<file path="src/common/lic_pkg.sv">
// shared constants for the line interface configuration register bank
package lic_pkg;
	localparam int NUM_CH = 8;
	localparam int ADDR_W = 8;
	localparam int DATA_W = 8;
	// register offsets
	localparam logic [7:0] ADDR_LOS = 8'h04;
	localparam logic [7:0] ADDR_AUTO_ALL_ONES = 8'h0e;
	localparam logic [7:0] ADDR_GLOBAL_CFG = 8'h0f;
	localparam logic [7:0] ADDR_TMPL_PTR = 8'h10;
	localparam logic [7:0] ADDR_TMPL_SEL = 8'h11;
	localparam logic [7:0] ADDR_DRV_OE = 8'h12;
	localparam logic [7:0] ADDR_ALARM_STAT = 8'h13;
	localparam logic [7:0] ADDR_ALARM_MASK = 8'h14;
	localparam logic [7:0] ADDR_ALARM_INT = 8'h15;
	// reset values
	localparam logic [7:0] RST_BYTE = 8'h00;
	localparam logic [2:0] RST_TMPL = 3'h0;
	// global configuration field positions
	localparam int GCF_ALARM_INS = 6;
	localparam int GCF_SHORT_OFF = 5;
	localparam int GCF_CODE = 4;
	localparam int GCF_DEPTH = 3;
	localparam int GCF_BW = 2;
	localparam int GCF_PLACE_HI = 1;
	localparam int GCF_PLACE_LO = 0;
	// writable bits of global configuration (bit 7 reserved)
	localparam logic [7:0] GCF_WMASK = 8'h7f;
	localparam int TMPL_W = 3;
	// attenuator placement codes
	localparam logic [1:0] PLACE_TX = 2'h1;
	localparam logic [1:0] PLACE_RX = 2'h3;
	// template codes
	localparam logic [2:0] TMPL_E1 = 3'h0;
	localparam logic [2:0] TMPL_T1_FIRST = 3'h3;
endpackage

</file>
<file path="src/core/lic_edge_flag.sv">
// one sticky change flag: set on any edge of a masked status bit, cleared by read
`timescale 1ns/1ps
`default_nettype none
module lic_edge_flag (
	input wire logic core_clk,
	input wire logic rst_n,
	input wire logic status,
	input wire logic mask,
	input wire logic clear,
	output logic flag
);
	logic prev_q, prev_d;
	logic flag_q, flag_d;

	// next values: set dominates the read-clear
	always_comb begin
		prev_d = status;
		flag_d = flag_q;
		if (clear) begin
			flag_d = 1'b0;
		end
		if (mask && (status != prev_q)) begin
			flag_d = 1'b1;
		end
	end

	always_ff @(posedge core_clk) begin
		if (!rst_n) begin
			prev_q <= 1'b0;
			flag_q <= 1'b0;
		end else begin
			prev_q <= prev_d;
			flag_q <= flag_d;
		end
	end

	assign flag = flag_q;
endmodule
`default_nettype wire

</file>
<file path="src/core/lic_channel_ctl.sv">
// per-channel line control derived from configuration and receive status
`timescale 1ns/1ps
`default_nettype none
module lic_channel_ctl (
	input wire logic core_clk,
	input wire logic rst_n,
	input wire logic los,
	input wire logic auto_ones_en,
	input wire logic alarm_ins_en,
	input wire logic oe_off,
	output logic send_all_ones,
	output logic insert_alarm,
	output logic driver_hiz
);
	logic ones_q, ones_d, ins_q, ins_d, hiz_q, hiz_d;

	// registered control levels
	always_comb begin
		ones_d = auto_ones_en & los;
		ins_d = alarm_ins_en & los;
		hiz_d = oe_off;
	end

	always_ff @(posedge core_clk) begin
		if (!rst_n) begin
			ones_q <= 1'b0;
			ins_q <= 1'b0;
			hiz_q <= 1'b0;
		end else begin
			ones_q <= ones_d;
			ins_q <= ins_d;
			hiz_q <= hiz_d;
		end
	end

	assign send_all_ones = ones_q;
	assign insert_alarm = ins_q;
	assign driver_hiz = hiz_q;
endmodule
`default_nettype wire

</file>
<file path="src/core/lic_regs.sv">
// line interface configuration register bank with per-channel controls
// Functional notes
// - Channel with auto all-ones bit set sends all ones while in loss of signal.
// - Global alarm insert bit sends alarm toward system on lossy channels.
// - Short protection stays on while global bit 5 is zero.
// - Global bit 4 selects B8ZS/HDB3 at zero, AMI at one.
// - Global bit 3 selects attenuator depth: 32 bits at zero, 64 at one.
// - Global bit 2 selects low or high jitter corner frequency.
// - Placement 01 transmit path, 11 receive path, otherwise unused.
// - Channel pointer picks which channel the template register accesses.
// - Three-bit template picks E1 shape or T1 cable length shapes.
// - Output enable bit one puts that channel's driver high impedance.
// - Alarm status register shows each channel's live alarm detection.
// - Alarm mask bit one lets that channel's changes raise interrupts.
// - Alarm interrupt bit sets on any change while its mask is one.
// - Alarm interrupt bits reset to zero and clear on status read.
// - Loss status reads one while receiver detects loss of signal.
`timescale 1ns/1ps
`default_nettype none
module lic_regs #(
	parameter int NUM_CH = lic_pkg::NUM_CH
) (
	input wire logic core_clk,
	input wire logic rst_n,
	input wire logic host_wr,
	input wire logic host_rd,
	input wire logic [lic_pkg::ADDR_W-1:0] host_addr,
	input wire logic [lic_pkg::DATA_W-1:0] host_wdata,
	output logic [lic_pkg::DATA_W-1:0] host_rdata,
	input wire logic [NUM_CH-1:0] rx_los,
	input wire logic [NUM_CH-1:0] rx_alarm,
	output logic [NUM_CH-1:0] tx_all_ones,
	output logic [NUM_CH-1:0] sys_alarm_insert,
	output logic [NUM_CH-1:0] tx_driver_hiz,
	output logic [NUM_CH-1:0][lic_pkg::TMPL_W-1:0] tx_template,
	output logic short_protect_on,
	output logic line_code_ami,
	output logic attenuator_depth_select,
	output logic attenuator_bandwidth_select,
	output logic attenuator_in_tx,
	output logic attenuator_in_rx,
	output logic alarm_irq
);
	// refuse any channel count other than the byte-wide register width of 8, at elaboration
	if (NUM_CH != lic_pkg::NUM_CH) begin : g_bad_ch
		$error("channel count must equal the 8-bit register width");
	end

	logic [7:0] auto_ones_q, auto_ones_d;
	logic [7:0] gcfg_q, gcfg_d;
	logic [2:0] tptr_q, tptr_d;
	logic [NUM_CH-1:0][lic_pkg::TMPL_W-1:0] tmpl_q, tmpl_d;
	logic [7:0] oe_q, oe_d;
	logic [7:0] amask_q, amask_d;
	logic [7:0] rdata_q, rdata_d;
	logic [1:0] place_q, place_d;
	logic [NUM_CH-1:0] aflag;
	logic alarm_read;

	// a read of the alarm status register clears the interrupt bits
	assign alarm_read = host_rd && (host_addr == lic_pkg::ADDR_ALARM_STAT);

	// register write decode
	always_comb begin
		auto_ones_d = auto_ones_q;
		gcfg_d = gcfg_q;
		tptr_d = tptr_q;
		tmpl_d = tmpl_q;
		oe_d = oe_q;
		amask_d = amask_q;
		if (host_wr) begin
			case (host_addr)
				lic_pkg::ADDR_AUTO_ALL_ONES: begin
					auto_ones_d = host_wdata;
				end
				lic_pkg::ADDR_GLOBAL_CFG: begin
					gcfg_d = host_wdata & lic_pkg::GCF_WMASK;
				end
				lic_pkg::ADDR_TMPL_PTR: begin
					tptr_d = host_wdata[2:0];
				end
				lic_pkg::ADDR_TMPL_SEL: begin
					tmpl_d[tptr_q] = host_wdata[lic_pkg::TMPL_W-1:0];
				end
				lic_pkg::ADDR_DRV_OE: begin
					oe_d = host_wdata;
				end
				lic_pkg::ADDR_ALARM_MASK: begin
					amask_d = host_wdata;
				end
				default: begin
				end
			endcase
		end
	end

	// read mux, registered
	always_comb begin
		rdata_d = lic_pkg::RST_BYTE;
		if (host_rd) begin
			case (host_addr)
				lic_pkg::ADDR_LOS: rdata_d = rx_los;
				lic_pkg::ADDR_AUTO_ALL_ONES: rdata_d = auto_ones_q;
				lic_pkg::ADDR_GLOBAL_CFG: rdata_d = gcfg_q;
				lic_pkg::ADDR_TMPL_PTR: rdata_d = {5'h0, tptr_q};
				lic_pkg::ADDR_TMPL_SEL: rdata_d = {5'h0, tmpl_q[tptr_q]};
				lic_pkg::ADDR_DRV_OE: rdata_d = oe_q;
				lic_pkg::ADDR_ALARM_STAT: rdata_d = rx_alarm;
				lic_pkg::ADDR_ALARM_MASK: rdata_d = amask_q;
				lic_pkg::ADDR_ALARM_INT: rdata_d = aflag;
				default: rdata_d = lic_pkg::RST_BYTE;
			endcase
		end
	end

	always_comb begin
		place_d = gcfg_q[lic_pkg::GCF_PLACE_HI:lic_pkg::GCF_PLACE_LO];
	end

	always_ff @(posedge core_clk) begin
		if (!rst_n) begin
			auto_ones_q <= lic_pkg::RST_BYTE;
			gcfg_q <= lic_pkg::RST_BYTE;
			tptr_q <= lic_pkg::RST_TMPL;
			tmpl_q <= '0;
			oe_q <= lic_pkg::RST_BYTE;
			amask_q <= lic_pkg::RST_BYTE;
			rdata_q <= lic_pkg::RST_BYTE;
			place_q <= 2'h0;
		end else begin
			auto_ones_q <= auto_ones_d;
			gcfg_q <= gcfg_d;
			tptr_q <= tptr_d;
			tmpl_q <= tmpl_d;
			oe_q <= oe_d;
			amask_q <= amask_d;
			rdata_q <= rdata_d;
			place_q <= place_d;
		end
	end

	// per-channel datapath controls and change flags
	for (genvar ch = 0; ch < NUM_CH; ch++) begin : g_ch
		lic_channel_ctl u_ctl (
			.core_clk(core_clk),
			.rst_n(rst_n),
			.los(rx_los[ch]),
			.auto_ones_en(auto_ones_q[ch]),
			.alarm_ins_en(gcfg_q[lic_pkg::GCF_ALARM_INS]),
			.oe_off(oe_q[ch]),
			.send_all_ones(tx_all_ones[ch]),
			.insert_alarm(sys_alarm_insert[ch]),
			.driver_hiz(tx_driver_hiz[ch])
		);
		lic_edge_flag u_flag (
			.core_clk(core_clk),
			.rst_n(rst_n),
			.status(rx_alarm[ch]),
			.mask(amask_q[ch]),
			.clear(alarm_read),
			.flag(aflag[ch])
		);
	end

	assign host_rdata = rdata_q;
	assign tx_template = tmpl_q;
	assign short_protect_on = ~gcfg_q[lic_pkg::GCF_SHORT_OFF];
	assign line_code_ami = gcfg_q[lic_pkg::GCF_CODE];
	assign attenuator_depth_select = gcfg_q[lic_pkg::GCF_DEPTH];
	assign attenuator_bandwidth_select = gcfg_q[lic_pkg::GCF_BW];
	assign attenuator_in_tx = (place_q == lic_pkg::PLACE_TX);
	assign attenuator_in_rx = (place_q == lic_pkg::PLACE_RX);
	assign alarm_irq = |aflag;
endmodule
`default_nettype wire

</file>
<file path="config.mk">
export PLATFORM = sky130hd
export DESIGN_NAME = lic_regs
export DESIGN_NICKNAME = d
export VERILOG_FILES = /design/src/common/lic_pkg.sv /design/src/core/lic_edge_flag.sv /design/src/core/lic_channel_ctl.sv /design/src/core/lic_regs.sv
export SDC_FILE = /design/constraint.sdc
export NUM_CORES = 1
export LEC_CHECK = 0
export ABC_AREA = 1
export BUFFER_PORTS_ARGS = -buffer_cell sky130_fd_sc_hd__buf_4
export CORE_ASPECT_RATIO = 1.75
export CORE_MARGIN = 5
export CORE_UTILIZATION = 25
export CTS_CLUSTER_SIZE = 14
export DETAILED_ROUTE_END_ITERATION = 16
export PLACE_DENSITY = 0.4
export SLEW_MARGIN = 10
export SYNTH_ARGS = -nofsm -noshare
export SYNTH_HDL_FRONTEND = slang
export SYNTH_SLANG_ARGS = --single-unit
</file>
<file path="constraint.sdc">
create_clock -name core_clk -period 1.39 [get_ports core_clk]
set_input_delay 0.278 -clock core_clk [delete_from_list [all_inputs] [get_ports core_clk]]
set_output_delay 0.278 -clock core_clk [all_outputs]
set_load 0.03 [all_outputs]
</file>
; Word level (Yosys, flattened, before mapping)
; Index checks and enable logic that the tools add are counted.
[word_totals]
ff_bits = 108
inputBits = 36
out_inout_bits = 63
[op_classes]
magnitude_cmp = 2
n_eq_ne = 19
mux = 15
bitwise_logic = 17
n_reduce_logical = 26
[ops]
columns = op, count
row1 = $pmux 8 s9, 1
row2 = $eq 8x5->1 const B, 6
row3 = $bwmux 24, 1
row4 = $and 1x1->1, 16
row5 = $eq 8x4->1 const B, 2
row6 = $reduce_bool 2->1, 8
row7 = $reduce_and 2->1, 7
row8 = $logic_and 1x1->1, 10
row9 = $bmux 3 s3, 1
row10 = $demux 3 s3, 1
row11 = $mux 1, 9
row12 = $eq 8x3->1 const B, 1
row13 = $ne 1x1->1, 8
row14 = $reduce_or 8->1, 1
row15 = $mux 3, 2
row16 = $lt 3x4->1 const B, 1
row17 = $ge 3x1->1 const B, 1
row18 = $eq 2x1->1 const B, 1
row19 = $eq 2x2->1 const B, 1
row20 = $not 1->1, 1

; Longest topological paths before layout
; Gate-level depths: netlist of run 1.
[logic_depth]
word_depth = 5
depth_mapped = 11
mapped_depth_nobuf = 9

; Hierarchy
; Synthesis of run 1 repeated with hierarchy kept, for this count alone.
[unflattened]
hier_cells = 711
area_unflattened_um2 = 4919.7
[by_module_without_submodules]
columns = mod, n_inst, cells_per_inst, area_each_um2
row1 = lic_regs, 1, 527, 3488.3
row2 = lic_edge_flag, 8, 13, 92.6
row3 = lic_channel_ctl, 8, 10, 86.3

; Least setup slack after synthesis of run 1
; OpenSTA, ideal clock, no wires.
[synth_timing]
kind = input to register
startpoint = input host_addr[5] in the netlist's numbering
endpoint = register tptr_q[0]
setup_ns = 0.133
t_arrival_ns = 1.148
required_ns = 1.257
setup_slack_ns = 0.110
stages = 8
path_cell_list = inv_2 -> nand2_1 -> nor2_4 -> buf_4 -> buf_4 -> nand3_2 -> o21ai_0 -> a21oi_1
[synth_via]
elab_chain_cells = 2
[synth_rtl]
columns = element, line_no
row1 = start: declaration, lic_regs.sv:27  ; input wire logic [lic_pkg::ADDR_W-1:0] host_addr,
row2 = $eq 8x5->1, lic_regs.sv:72  ; case (host_addr)
row3 = $reduce_and 2->1 (no line), n/a
row4 = end signal: assignment, lic_regs.sv:124  ; tptr_q <= lic_pkg::RST_TMPL;
row5 = end signal: assignment, lic_regs.sv:133  ; tptr_q <= tptr_d;
row6 = end: declaration, lic_regs.sv:51  ; logic [2:0] tptr_q, tptr_d;
; No other way between the ends.
; A chain may end at the register's enable or synchronous reset.

; Worst setup path after layout of run 1
[layout_timing]
startpoint = register g_ch[3].u_flag.flag_q
endpoint = output alarm_irq
[layout_via]
elab_chain_cells = 1
[layout_rtl]
columns = element, line_no
row1 = start: declaration, lic_edge_flag.sv:13  ; logic flag_q, flag_d;
row2 = start signal: assignment, lic_edge_flag.sv:33  ; flag_q <= flag_d;
row3 = $reduce_or 8->1, lic_regs.sv:173  ; assign alarm_irq = |aflag;
row4 = end: declaration, lic_regs.sv:42  ; output logic alarm_irq
; No other way between the ends.

==> out/results.ini, run 1 <==
[pwr]
ir_drop_v=0.000463
cellLeakagePower_nw=2.81
p_per_area_nw_per_um2=1010

[setup_path]
cp.required_ps=1110
worstSetupPathType=reg2out
r2r_start=tptr_q[0]$_SDFFE_PN0P_
cp-end-kind=output port
rr_worst_depth=8
cp_cell_sequence=nor4_4, nand2_1, buf_6
slowest_delay_ps=340
reg2reg_to=host_rdata[2]$_SDFF_PN0_
reg2reg_slack_ps=10
crit_arrival_ps=1230
path_buf_inv=1
critPathTopFamily=simple AND/OR/NAND/NOR gates
critPathLaunchType=flip-flop
crit_path_start=g_ch[3].u_flag.flag$_SDFFE_PN0P_
path_max_fanout=2
critPathSlowestCell=dfxtp_2

[logic_synthesis]
synth-seq-cells=108
ys_top_cells_by_count=108 x dfxtp_1, 105 x nand2_1, 74 x a21oi_1
ys_async_sr_fraction_pct=0
synth_cells=656
ys.flop_type=dfxtp_1
yosysTopAreaCell=dfxtp_1
yosys.cell_types.count=28
synth.avg_cell_area_um2=7.41
synth_fp_nets=692
synth-edff-count=0
synth_top_area_share_pct=44.5
syn_area_um2=4860
synth_area_leaders=dfxtp_1 44%, nand2_1 8.1%, a21oi_1 7.6%, nand3_1 6.8%, inv_1 5.6%
synth.most_common_cell=dfxtp_1
yosys_warnings=0
synth-seq-area-share_pct=44.5

[placement]
post-dp-hpwl_mm=13.2
placed_area_um2=5990
gp_congestion=0.834
io_buffers=98

[die]
start_util_pct=25.3
chipHeight_um=195
fp.dieW_um=115
die-area_um2=22500
core_area_um2=19200
boundaryPins=99
rows=67

[sta]
fin_skew_ps=9.54
fin_tns_setup_ps=-118
tightest_slew_ps=330
slew_viol_final=0
final.period_utilization_pct=108
setup_slack_ps=-118
max-slew-margin-rel_pct=77.9
fmax_ghz=0.663
setup_viol=1
rsz0062_at_grt=yes
hold_viol_final=0
fin_crit_ps=1510

[grt]
overflow=0
grt_max_degree=44
antenna_found_initial=0
grt_usage_pct=15.3
grt_pass1_vias=4770
grt_pass1_wl_mm=26.1

[layout]
final_nets=801
final_cell_area_um2=6490
drive_above_1_share_pct=27.5
nFillCells=2085
antenna_cells=0
syn_to_final_growth_pct=33.4

[min_path]
holdCritStartpoint=rx_alarm[4]
min_to=g_ch[4].u_flag.prev_q$_SDFF_PN0_
whs_path_depth=3
hold_class=in2reg

[run]
max_cap_viol_count=0

[clock_tree]
path_clk_slew_ps=70
cts_sinks=108
h-tree-depth=3
root_buffer=clkbuf_16
clockBufferDepth=2
cts_hold_buffers=0
clk-insertion-delay-late_ps=350
cts_tree=done
cts_buffers=9

[route]
num_vias=4631
wl_mm=17.0
wl_per_cell_um=16.8
final_antenna_net_count=0
drtPass1Iterations=4
drc_errors=0
drt-initial-drc-count=153
vias_per_cell=4.58

[run_status]
status=finished with violations
violations=setup timing

per-stage QoR:
stage	total power, mW	worst slack, ps	instances	hold slack [ps]	utilization [%]
6_report	6.52	-118	1011	140	33.8
4_1_cts	6.61	-157	1006	117	33.2
3_3_place_gp	3.57	-256	989	454	31.2
5_1_grt	6.78	-170	1011	142	33.8
3_5_place_dp	3.57	-262	989	448	31.2
2_1_floorplan	3.34	110	656	371	-
per-layer routing:
metal / GRT usage (%) / vias up / part of all wire (%)
met1: 15.3 / 2098 / 35
li1: - / 2338 / -
met2: 27.9 / 143 / 54
met5: 0 / - / 0
met4: 10.4 / 0 / 6.9
met3: 2.71 / 52 / 4.1
layout by cell type, fill, tap and decap left out, types with 2 or more instances in the layout:
cell,count
a21oi_1,74
and2_1,2
buf_12,6
buf_4,144
buf_6,4
bufinv_16,3
clkbuf_16,10
clkinv_1,2
dfxtp_1,103
dfxtp_2,4
inv_1,72
inv_2,4
nand2_1,103
nand2_2,6
nand2_4,3
nand3_1,66
nand3_2,2
nand4_1,26
nor2_1,46
nor2_2,5
nor2_4,6
nor3_1,8
o211ai_1,14
o21ai_0,39
o21ai_1,3
or2_4,3
flip-flops by register name, summed over array words and instances (netlist names), 3 cells and up:
signal	count
amask_q	8
auto_ones_q	8
g_ch.u_ctl.driver_hiz	8
g_ch.u_ctl.insert_alarm	8
g_ch.u_ctl.send_all_ones	8
g_ch.u_flag.flag	8
g_ch.u_flag.prev_q	8
gcfg_q	7
host_rdata	8
oe_q	8
tptr_q	3
tx_template	24
repair_timing:
item | 4_1_cts | 5_1_grt
endpoints found under the hold margin | 0 | 0
setup buffers | 1 | 4
setup endpoints to repair | 6 | 8
pin swaps | 3 | 15
resized for setup | 9 | 21
cloned | 0 | 1
report_power, final:
group          internal, mW  switching, mW  total, mW
sequential             3.10        0.00812       3.11
clock                  1.81           1.21       3.02
combinational         0.148          0.239      0.387
worst max-delay path by stage:
stage / to / cells past startpoint / slack, ps
floorplan: tptr_q[0]$_SDFFE_PN0P_ / 8 / 110
global placement: host_rdata[3]$_SDFF_PN0_ / 10 / -260
detailed placement: host_rdata[3]$_SDFF_PN0_ / 11 / -260
CTS: alarm_irq / 3 / -160
global route: alarm_irq / 3 / -170
finish: alarm_irq / 3 / -120
worst min-delay path: stages:
cell and delay, ps:
buf_4 100, nand2_1 50, inv_1 40
layout make-up:
type                       instances  area (um2)  share of cell area (%)
clock buffer                      10         239                    3.68
tap                              241         302                    4.65
timing repair buffer             156        1290                    19.8
multi-input combinational        411        2080                    32.1
sequential                       108        2170                    33.5
inverter                          79         299                    4.61
clock inverter                     6         111                    1.72
cell families (layout without fill, tap and decap cells):
logic type	after synthesis	count (layout)	share of synthesized area, %
simple gates	281	281	27.6
buf+inv	137	251	13.9
compound gates	130	130	14.1
flops	108	108	44.5
No activity file was read; power rests on OpenSTA's default activity.
==> run 2: changes to the inputs <==
--- a/config.mk
+++ b/config.mk
@@ -13,6 +13,7 @@
 export CTS_CLUSTER_SIZE = 14
 export DETAILED_ROUTE_END_ITERATION = 16
 export PLACE_DENSITY = 0.4
+export REMOVE_ABC_BUFFERS = 1
 export SLEW_MARGIN = 10
 export SYNTH_ARGS = -nofsm -noshare
 export SYNTH_HDL_FRONTEND = slang
==> run 2 against run 1 <==
Compared with the run above:
- the flow still finishes with violations (setup timing)
- utilization about the same
- register-to-register slack about the same
- fmax fell by 9.8%
- sequential power hardly changed
- final area barely moved
- wire length decreased by 1.7%
==> out/results.ini, run 2 (same netlist as run 1, synthesis figures left out) <==
[clock_tree]
cts_buffers=9
cts_sinks=108
clockBufferDepth=2
cts_tree=done
cts_hold_buffers=0
clk-insertion-delay-late_ps=350
h-tree-depth=3
root_buffer=clkbuf_16
path_clk_slew_ps=70

[setup_path]
path_buf_inv=2
reg2reg_slack_ps=10
critPathLaunchType=flip-flop
cp.required_ps=1110
path_max_fanout=2
cp_cell_sequence=nor4_4, buf_4, nand2_2, buf_6
critPathSlowestCell=dfxtp_2
crit_arrival_ps=1390
critPathTopFamily=simple AND/OR/NAND/NOR gates
cp_num_cells=4
rr_worst_depth=7
slowest_delay_ps=340
worstSetupPathType=reg2out
cp-end-kind=output port

[die]
rows=67
die-area_um2=22500
boundaryPins=99
core_area_um2=19200
start_util_pct=25.3
fp.dieW_um=115
chipHeight_um=195

[pwr]
cellLeakagePower_nw=2.84
seq_power_share_pct=52.3
comb_power_share_pct=6.4
switching_share_pct=24.1
clkPwrFrac_pct=41.3
internal_power_mw=4.51
p_sw_mw=1.43
ir_drop_v=0.000747
p_per_area_nw_per_um2=917

[layout]
final_cell_area_um2=6480
syn_to_final_growth_pct=33.3
utilization_pct=33.8
final_nets=816
multi_input_area_um2=2050
final_common_cell=buf_4
drive_above_1_share_pct=28.7
final_cell_mix=162 x buf_4, 104 x nand2_1, 102 x dfxtp_1, 74 x a21oi_1, 72 x inv_1
antenna_cells=0
seqCellArea_um2=2180
largest_reg_flops=24
nFillCells=2048

[sta]
setup_slack_ps=-281
max-slew-margin-rel_pct=76.0
fmax_ghz=0.598
hold_viol_final=0
setup_viol=1
slew_viol_final=0
final.period_utilization_pct=120
fin_skew_ps=14.7
fin_crit_ps=1670
rsz0062_at_grt=yes
tightest_slew_ps=359

[route]
final_antenna_net_count=0
wl_per_cell_um=16.3
wl_mm=16.7
drt-initial-drc-count=213
num_vias=4737
drc_errors=0
drtPass1Iterations=4
vias_per_cell=4.62

[placement]
placed_area_um2=6040
post-dp-hpwl_mm=12.7
io_buffers=98
post-place-ws_ps=-266
gp_congestion=0.866

[run_status]
status=finished with violations
violations=setup timing

[grt]
grt_max_degree=26
grt_usage_pct=14.9
overflow=0
grt_pass1_vias=4873
grt_pass1_wl_mm=25.7
antenna_found_initial=0

[min_path]
whs_path_depth=3
hold_class=in2reg

[run]
max_cap_viol_count=0

[run 2: cell types whose count changed in the layout (fill, tap and decap cells not counted), moves of 2 or more]
cell,change
dfxtp_4,+2
buf_4,+18
o21ai_0,+2
o21ai_1,-2
or2_4,-2
or2_2,+2
clkinv_2,+2
bufinv_16,-3
[run 2: metrics by stage]
stage | power (mW) | instances | TNS (ps) | hold WS, ps
2_1_floorplan | 3.30 | 598 | -28230 | 371
3_3_place_gp | 3.57 | 1000 | -9250 | 440
3_5_place_dp | 3.57 | 1000 | -10100 | 440
4_1_cts | 6.05 | 1017 | -349 | 132
5_1_grt | 6.20 | 1026 | -467 | 154
6_report | 5.94 | 1026 | -281 | 147
[run 2: power by group through the flow]
stage	Clock, mW	Sequential (mW)	Combinational (mW)
final	2.46	3.11	0.378
after global routing	2.68	3.11	0.412
after CTS	2.56	3.11	0.380
after detailed placement	0	3.19	0.378
after global placement	0	3.19	0.377
after floorplan	0	3.19	0.112
[run 2: routing by layer]
metal  global-route usage (%)  wire length (um)  vias to the layer above
met2                     26.9              8910                      127
met5                        0                 0                        -
met4                     7.01               515                        0
met3                     3.05               853                       26
li1                         -                 -                     2375
met1                     16.2              6450                     2209
[run 2: what timing repair did]
action,4_1_cts,5_1_grt
endpoints found under the setup margin,6,16
buffers inserted,1,8
gates resized for setup,9,17
gates cloned,0,1
pin swaps,1,17
[run 2: worst paths after layout]
kind | to | start
worst max register to register | host_rdata[0]$_SDFF_PN0_ | tptr_q[0]$_SDFFE_PN0P_
worst min register to register | g_ch[5].u_ctl.driver_hiz$_SDFF_PN0_ | oe_q[5]$_SDFFE_PN0P_
worst min-delay path | g_ch[0].u_flag.prev_q$_SDFF_PN0_ | rx_alarm[0]
worst max-delay path | alarm_irq | g_ch[6].u_flag.flag$_SDFFE_PN0P_
[run 2: worst register-to-register path, delay by kind of cell, from the launching register on]
kind / cells / cell delay, ps
AOI/OAI and AO/OA: 1 / 330
buffers and inverters: 1 / 140
DFF: 1 / 390
and+or+nand+nor: 5 / 410
[run 2: final cells by class]
class	instances	share of cell area [%]
clock buffer	10	3.69
clock inverter	6	0.598
inverter	79	4.61
multi-input combinational	411	31.7
sequential	108	33.6
tap	241	4.65
timing repair buffer	171	21.2
